File: config.mk
export PLATFORM = sky130hd
export DESIGN_NAME = thread_exception_control
export DESIGN_NICKNAME = d
export VERILOG_FILES = /design/src/pkg/exc_ctl_pkg.sv /design/src/logic/thread_exception_control.sv
export SDC_FILE = /design/constraint.sdc
export NUM_CORES = 1
export LEC_CHECK = 0
export CAP_MARGIN = 20
export CORE_AREA = 2 2 89 91
export CTS_BUF_LIST = sky130_fd_sc_hd__clkbuf_8
export DETAILED_ROUTE_END_ITERATION = 10
export DIE_AREA = 0 0 91 93
export DONT_BUFFER_PORTS = 1
export GPL_TIMING_DRIVEN = 0
export PLACE_DENSITY = 0.78
export RECOVER_POWER = 25
export SLEW_MARGIN = 20
export SYNTH_ARGS = -nofsm -noshare
export SYNTH_HDL_FRONTEND = slang
export SYNTH_SLANG_ARGS = --single-unit
File: constraint.sdc
create_clock -name CLK -period 1.99 [get_ports CLK]
set_input_delay 0.199 -clock CLK [delete_from_list [all_inputs] [get_ports CLK]]
set_output_delay 0.199 -clock CLK [all_outputs]
set_load 0.01 [all_outputs]
File: src/pkg/exc_ctl_pkg.sv
// Package: field layout, reset values and types for the thread exception control word
package exc_ctl_pkg;
    localparam int WORD_W = 32;
    localparam int IP_W = 32;
    localparam int EXC_W = 16;
    localparam logic [1:0] CTL_OFFSET = 2'h0;
    localparam int MASTER_BIT = 31;
    localparam int SUPPRESS_BIT = 15;
    localparam int BKPT_IDX = 15;
    localparam logic MASTER_RST = 1'b0;
    localparam logic SUPPRESS_RST = 1'b0;
    localparam logic [31:0] IP_RST = 32'h0000_0000;

    // Software access to the control word
    typedef struct packed {
        logic wr;
        logic [WORD_W-1:0] wdata;
    } ctl_wr_s;

    // Redirect request towards the instruction fetch
    typedef struct packed {
        logic valid;
        logic [IP_W-1:0] target;
    } redirect_s;

    typedef enum logic [1:0] {
        ST_NORMAL = 2'b01,
        ST_EXCEPT = 2'b10
    } thread_state_e;
endpackage

File: src/logic/thread_exception_control.sv
// Per-thread exception control word with master exception state and breakpoint suppress
`timescale 1ns/10ps
`default_nettype none

module thread_exception_control
    import exc_ctl_pkg::*;
(
    input wire logic CLK,
    input wire logic RST,
    input wire ctl_wr_s CTL_WRITE,
    output logic [WORD_W-1:0] CTL_RDATA,
    input wire logic [EXC_W-1:0] EXC_EVENT,
    input wire logic [EXC_W-1:0] EXC_ENABLE,
    input wire logic BKPT_HIT,
    input wire logic [IP_W-1:0] CURRENT_IP,
    input wire logic [IP_W-1:0] SYSTEM_ROUTINE_ENTRY_POINTER,
    output redirect_s REDIRECT,
    output logic [IP_W-1:0] SAVED_APPLICATION_POINTER,
    output logic BKPT_SUPPRESSED
);
    // Registered thread state and control bits
    thread_state_e state_r;
    thread_state_e state_nxt;
    logic suppress_r;
    logic suppress_nxt;
    logic suppressed_r;
    logic [IP_W-1:0] aip_r;
    redirect_s redirect_r;
    redirect_s redirect_nxt;

    // State decode; the master bit is simply the exception state
    wire logic in_exc = (state_r == ST_EXCEPT);
    wire logic in_normal = (state_r == ST_NORMAL);

    // Software write decode, one field at a time
    wire logic sw_write = CTL_WRITE.wr;
    wire logic sw_master = CTL_WRITE.wdata[MASTER_BIT];
    wire logic sw_suppress = CTL_WRITE.wdata[SUPPRESS_BIT];
    // A write of 1 to the master bit is never decoded into anything
    wire logic sw_clear = sw_write && !sw_master;

    // Suppress only counts in normal state with breakpoints enabled
    wire logic bkpt_en = EXC_ENABLE[BKPT_IDX];
    wire logic supp_active = in_normal && bkpt_en && suppress_r;
    wire logic bkpt_swallow = supp_active && BKPT_HIT;
    wire logic suppressed_nxt = bkpt_swallow;

    // Event lines after breakpoint qualification and per-exception enables
    wire logic [EXC_W-1:0] raw_events;
    wire logic [EXC_W-1:0] live_events;

    // Per-exception qualification; the breakpoint slot ignores its event input
    genvar e;
    generate
        for (e = 0; e < EXC_W; e = e + 1)
        begin : g_event
            if (e == BKPT_IDX)
            begin : g_bkpt
                // A suppressed hit never reaches the trap logic
                assign raw_events[e] = BKPT_HIT && !supp_active;
            end
            else
            begin : g_plain
                assign raw_events[e] = EXC_EVENT[e];
            end
            // A disabled exception still happens but does not jump
            assign live_events[e] = raw_events[e] && EXC_ENABLE[e];
        end
    endgenerate

    // Taking an exception; nested ones while handling are dropped, not queued
    wire logic take_exc = in_normal && (|live_events);
    // Clearing a master bit that is already 0 causes no return jump
    wire logic do_return = in_exc && sw_clear;
    // Pointer saved on entry so the return needs no software copy
    wire logic [IP_W-1:0] aip_nxt = take_exc ? CURRENT_IP : aip_r;

    // Next state and redirect; the case keeps the one-hot decode explicit
    always_comb
    begin
        state_nxt = state_r;
        redirect_nxt = '{valid: 1'b0, target: redirect_r.target};
        case (state_r)
            ST_NORMAL:
            begin
                if (take_exc)
                begin
                    state_nxt = ST_EXCEPT;
                    redirect_nxt = '{valid: 1'b1, target: SYSTEM_ROUTINE_ENTRY_POINTER};
                end
            end
            ST_EXCEPT:
            begin
                // Stays here until software clears bit 31
                if (do_return)
                begin
                    state_nxt = ST_NORMAL;
                    redirect_nxt = '{valid: 1'b1, target: aip_r};
                end
            end
            default:
            begin
                // Illegal code: fall back to normal state without a jump
                state_nxt = ST_NORMAL;
            end
        endcase
    end

    // Suppress bit: every word write loads it, a swallowed breakpoint clears it
    always_comb
    begin
        suppress_nxt = suppress_r;
        if (sw_write)
        begin
            suppress_nxt = sw_suppress;
        end
        // Hardware clear wins over a same-cycle write so the next hit traps
        if (bkpt_swallow)
        begin
            suppress_nxt = 1'b0;
        end
    end

    // Thread state; reset leaves the master bit at 0
    always_ff @(posedge CLK or posedge RST)
    begin
        if (RST)
        begin
            state_r <= ST_NORMAL;
        end
        else
        begin
            state_r <= state_nxt;
        end
    end

    // Breakpoint suppress bit
    always_ff @(posedge CLK or posedge RST)
    begin
        if (RST)
        begin
            suppress_r <= SUPPRESS_RST;
        end
        else
        begin
            suppress_r <= suppress_nxt;
        end
    end

    // One-cycle report of a swallowed breakpoint
    always_ff @(posedge CLK or posedge RST)
    begin
        if (RST)
        begin
            suppressed_r <= 1'b0;
        end
        else
        begin
            suppressed_r <= suppressed_nxt;
        end
    end

    // Redirect request; the target holds until the next jump
    always_ff @(posedge CLK or posedge RST)
    begin
        if (RST)
        begin
            redirect_r <= '{valid: 1'b0, target: IP_RST};
        end
        else
        begin
            redirect_r <= redirect_nxt;
        end
    end

    // Saved application pointer
    always_ff @(posedge CLK or posedge RST)
    begin
        if (RST)
        begin
            aip_r <= IP_RST;
        end
        else
        begin
            aip_r <= aip_nxt;
        end
    end

    // Read view built bit by bit: two live fields, every reserved bit reads 0
    wire logic [WORD_W-1:0] rdata_view;
    genvar b;
    generate
        for (b = 0; b < WORD_W; b = b + 1)
        begin : g_rbit
            if (b == MASTER_BIT)
            begin : g_master
                assign rdata_view[b] = in_exc;
            end
            else if (b == SUPPRESS_BIT)
            begin : g_suppress
                assign rdata_view[b] = suppress_r;
            end
            else
            begin : g_reserved
                // Reserved bits hold no storage, so stray writes cannot leak back
                assign rdata_view[b] = 1'b0;
            end
        end
    endgenerate

    // Outputs straight from the registers above
    assign CTL_RDATA = rdata_view;
    assign REDIRECT = redirect_r;
    assign SAVED_APPLICATION_POINTER = aip_r;
    assign BKPT_SUPPRESSED = suppressed_r;
endmodule // thread_exception_control

`default_nettype wire

After elaboration in Yosys (flattened, before gate mapping)
Index checks and enable logic that the tools add are counted.
{"block": "word_totals", "regBits": 69, "latchBits": 0, "ramBits": 0, "mem_bits_ro": 0, "out_inout_bits": 98, "elab_cells": 48, "n_memories": 0}
{"block": "classes", "add_sub_neg": 0, "n_mul": 0, "div_mod_pow": 0, "n_lt_le_gt_ge": 0, "eq_ne": 4, "n_shift": 0, "mux": 8, "n_bitwise": 0, "reduce_logical": 30}
{"cell": "33-bit two-way mux", "count": 2}
{"cell": "33-bit one-hot mux with 2 select lines", "count": 1}
{"cell": "1-bit logical AND", "count": 23}
{"cell": "16-bit OR reduction", "count": 1}
{"cell": "2-bit two-way mux", "count": 2}
{"cell": "2-bit by 1-bit inequality test with 1-bit output, second input constant", "count": 2}
{"cell": "2-bit one-hot mux with 2 select lines", "count": 1}
{"cell": "2-bit nonzero test", "count": 2}
{"cell": "3-bit AND reduction", "count": 1}
{"cell": "2-bit by 1-bit equality test with 1-bit output, second input constant", "count": 1}
{"cell": "2-bit equality test, second input constant", "count": 1}
{"cell": "1-bit logical NOT", "count": 2}
{"cell": "1-bit two-way mux", "count": 2}
{"cell": "2-bit AND reduction", "count": 1}

Depth between registers and ports, before layout
{"block": "logic_depth", "depth_word": 10, "ltp_mapped": 9, "mapped_depth_nobuf": 7}

Worst setup path before layout
OpenSTA, ideal clock, no wires.
{"block": "synth_timing", "path_kind": "register to register", "startpoint": "register state_r[0]", "endpoint": "register redirect_r, in the netlist REDIRECT[0]", "setup_time_ns": 0.127, "arrival_ns": 1.627, "t_required_ns": 1.863, "path_slack_ns": 0.236, "stages_incl_launch_ff": 9, "period_less_slack_ns": 1.754, "path_cell_list": "dfstp_2 > inv_1 > ha_1 > and3b_1 > clkbuf_1 > clkbuf_1 > and2_1 > o21ai_0 > mux2i_1"}
{"element": "from (decl)", "line_no": "thread_exception_control.sv:22", "text": "thread_state_e state_r;"}
{"element": "from (signal assigned)", "line_no": "thread_exception_control.sv:133", "text": "state_r <= state_nxt;"}
{"element": "2-bit equality test *", "line_no": "thread_exception_control.sv:32", "text": "wire logic in_exc = (state_r == ST_EXCEPT);"}
{"element": "via in_exc", "line_no": "thread_exception_control.sv:32"}
{"element": "1-bit logical AND", "line_no": "thread_exception_control.sv:74", "text": "wire logic do_return = in_exc && sw_clear;"}
{"element": "2-bit by 1-bit inequality test with 1-bit output (no line)"}
{"element": "3-bit AND reduction (no line)"}
{"element": "to (signal assigned)", "line_no": "thread_exception_control.sv:168", "text": "redirect_r <= '{valid: 1'b0, target: IP_RST};"}
{"element": "to (signal assigned)", "line_no": "thread_exception_control.sv:172", "text": "redirect_r <= redirect_nxt;"}
{"element": "to (decl)", "line_no": "thread_exception_control.sv:28", "text": "redirect_s redirect_r;"}
Mark *: on every way through the listed nets, which the timed path passes. The rest lies on a longest branch.
A chain may end at the register's enable or synchronous reset.

Worst setup path in the final report
{"block": "layout_timing", "startpoint": "register state_r[0]", "endpoint": "register redirect_r, in the netlist REDIRECT[7]"}
The elaborated chain is that of the path after synthesis.

==> flow_summary.ini <==
[final_layout]
fin_util_pct = 63.0
final_nets = 595
diodes = 0
syn_to_final_growth_pct = 21.4
drive_above_1_share_pct = 17.8

[sta]
setup_violations = 0
finalHoldViolations = 0
slew_headroom_pct = 50.7
finalMaxSlewViolations = 0
setup_tns_ps = 0
whs_ps = 19.1
tightest_slew_ps = 736
skew_ps = 12.2
finalCriticalPeriod_ps = 1890
post-route-period-util_pct = 95.2
max_freq_ghz = 0.528
fin_ws_ps = 95.8

[power]
p_int_mw = 3.84
p_per_area_nw_per_um2 = 1410
pwr-share-comb_pct = 44.6
finalPower_mw = 6.68
leakage_nw = 2.19
power_frac_seq_pct = 39.9
peakVddDrop_mv = 0.722
clock_power_share_pct = 15.4
p_switching_mw = 2.84
p_sw_share_pct = 42.5

[yosys]
yosysWarnings = 0
synth_area_um2 = 3900
ys_seq_elements = 69
synth_cell_types = 33
synth_seq_area_share_pct = 44.3
avgSynthCellArea_um2 = 10.2
syn-instance-count = 384

[floorplan]
row_count = 32
core_um2 = 7530
die_area_um2 = 8460
boundaryPins = 230
initial_utilization_pct = 51.9
floorplan.die.width_um = 91
die_h_um = 93

[place]
port_buffers = 0
gp_congestion = 0.806
pre_cts_slack_ps = -165
hpwl_um = 7100

[critical_path]
worstPathRequired_ps = 2210
worstSetupPathType = register to register
start_kind = register
arrival_ps = 2110
path_buf_inv = 3
critPathTopFamily = flip-flops
cpMostUsedCell = buf_4
slowest_delay_ps = 550
crit_path_cell_trace = inv_1, ha_2, and3b_1, buf_4, buf_4, and2_1, o21ai_0, mux2i_1
critPathCaptureType = register
slowest_stage = dfstp_2
crit_fanout = 10

[drt]
routed_via_density = 5.27
dr.pass1.iters = 6
ant_nets = 0
drt_iter0_drc = 112
via_count = 2992
routed_wl_um = 10100
drc = 0
avgRoutedWirePerCell_um = 17.8

[flow_run]
cap_violations = 0

[cts]
root_buffer = clkbuf_8
clock-sinks = 69
clk_path_buf_depth = 2
clk_latency_ps = 340
cts_made_buffers = 9
cts.htree.levels = 3
cts_tree = yes
clk_pin_slew_ps = 80

[grt]
grt_pass1_wl_um = 15700
antenna_found_initial = 0
grt_usage_pct = 24.1
grt_pass1_vias = 3148
grt_overflow = 0
grt_max_degree = 54

[run_status]
status = finished, final reports clean

[min_path]
hp-class = input pin to register
-- timing repair --
item / in CTS / in global routing
endpoints found under the setup margin: 33 / 59
setup buffers: 0 / 2
pin swaps: 0 / 2
hold buffers: 34 / 0
resized for setup: 7 / 34
hold endpoints to repair: 100 / 0
-- registers in the layout, summed over array words and instances, names as in the netlist --
name / cells
suppress_r: 1
state_r: 2
REDIRECT: 33
BKPT_SUPPRESSED: 1
SAVED_APPLICATION_POINTER: 32
-- routing by layer --
layer	vias up	wire length [µm]	global-route usage (%)
met3	18	923	9.35
met2	157	5160	42.5
met5	-	0	0
met4	0	240	10.2
li1	1398	-	-
met1	1419	3790	25.7
-- Yosys cell counts --
cell	instances	area, µm²
a21o_1	1	7.51
a21oi_1	3	15.0
a222oi_1	1	10.0
a22oi_1	38	285
and2_1	32	200
and3_1	1	6.26
and3b_1	1	8.76
and4_1	1	8.76
buf_1	1	3.75
buf_12	3	60.1
buf_2	3	15.0
buf_4	33	248
buf_6	4	45.0
clkbuf_1	12	45.0
clkbuf_8	1	13.8
conb_1	1	3.75
dfrtp_1	68	1700
dfstp_2	1	26.3
ha_1	2	25.0
inv_1	35	131
mux2_1	30	338
mux2_2	2	22.5
mux2i_1	33	330
nand2_1	4	15.0
nand2_2	1	6.26
nand3_1	1	5.00
nand3_2	1	10.0
nand4_1	1	6.26
nor2_1	35	131
o211a_1	1	10.0
o21ai_0	27	135
o21ai_1	5	25.0
or2b_2	1	8.76
-- through the flow --
stage          std cells  cell area (µm²)
3_3_place_gp         515             4140
4_1_cts              566             4700
3_5_place_dp         516             4170
6_report             568             4740
2_1_floorplan        413             4010
5_1_grt              568             4740
-- worst reg2reg max path, delay by kind of cell, from the launching register on --
| kind | cells | cell delay (ps) |
|---|---|---|
| buf+inv | 3 | 400 |
| mux | 1 | 110 |
| flops | 1 | 550 |
| compound gates | 1 | 190 |
| simple gates | 2 | 340 |
| fa+ha+maj | 1 | 200 |
-- cells by family (layout without fill, tap and decap cells) --
kind of cell,Yosys count,after routing,synth area share (%)
mux,65,65,17.7
simple gates,79,79,10.4
flops,69,69,44.3
buf+inv,92,145,14.4
fa+ha+maj,2,2,0.641
compound gates,76,76,12.5
other cells,1,30,0.0961
-- cells in the final DEF, fill, tap and decap left out, types with 3 or more instances in the layout --
cell / synthesis / final
a21oi_1: 3 / 3
a22oi_1: 38 / 37
and2_1: 32 / 32
buf_12: 3 / 3
buf_4: 33 / 40
buf_6: 4 / 4
clkbuf_2: 0 / 6
clkbuf_8: 1 / 10
clkinvlp_4: 0 / 3
conb_1: 1 / 30
dfrtp_1: 68 / 68
dlygate4sd3_1: 0 / 34
inv_1: 35 / 34
mux2_1: 30 / 30
mux2i_1: 33 / 33
nand2_1: 4 / 4
nor2_1: 35 / 35
o21ai_0: 27 / 24
o21ai_1: 5 / 8
-- cell type report --
cell class / count / area [µm²]
Multi-Input combinational cell: 252 / 1750
Timing Repair Buffer: 37 / 363
Inverter: 35 / 133
Buffer: 57 / 468
Tap cell: 102 / 128
Fill cell: 637 / 2790
Clock buffer: 9 / 124
Sequential cell: 69 / 1730
Clock inverter: 7 / 50.0
-- final timing paths --
kind | from | end | slack [ps] | depth (start not counted)
max | state_r[0]$_DFFE_PP1P_ | REDIRECT[7]$_DFFE_PP0P_ | 100 | 8
min | CURRENT_IP[30] | SAVED_APPLICATION_POINTER[30]$_DFFE_PP0P_ | 20 | 1
max reg2reg | state_r[0]$_DFFE_PP1P_ | REDIRECT[7]$_DFFE_PP0P_ | 100 | 8
min reg2reg | state_r[0]$_DFFE_PP1P_ | state_r[0]$_DFFE_PP1P_ | 540 | 1
max in group asynchronous | RST | SAVED_APPLICATION_POINTER[18]$_DFFE_PP0P_ | 400 | 3
min in group asynchronous | RST | SAVED_APPLICATION_POINTER[4]$_DFFE_PP0P_ | 390 | 2
-- power by group through the flow --
stage / logic, mW / registers (mW) / clock network, mW
2_1_floorplan: 2.30 / 2.50 / 0
3_3_place_gp: 2.70 / 2.67 / 0
3_5_place_dp: 2.80 / 2.70 / 0
4_1_cts: 2.87 / 2.67 / 1.05
5_1_grt: 3.24 / 2.75 / 1.12
6_report: 2.98 / 2.67 / 1.03
(Power assumes the default switching activity.)
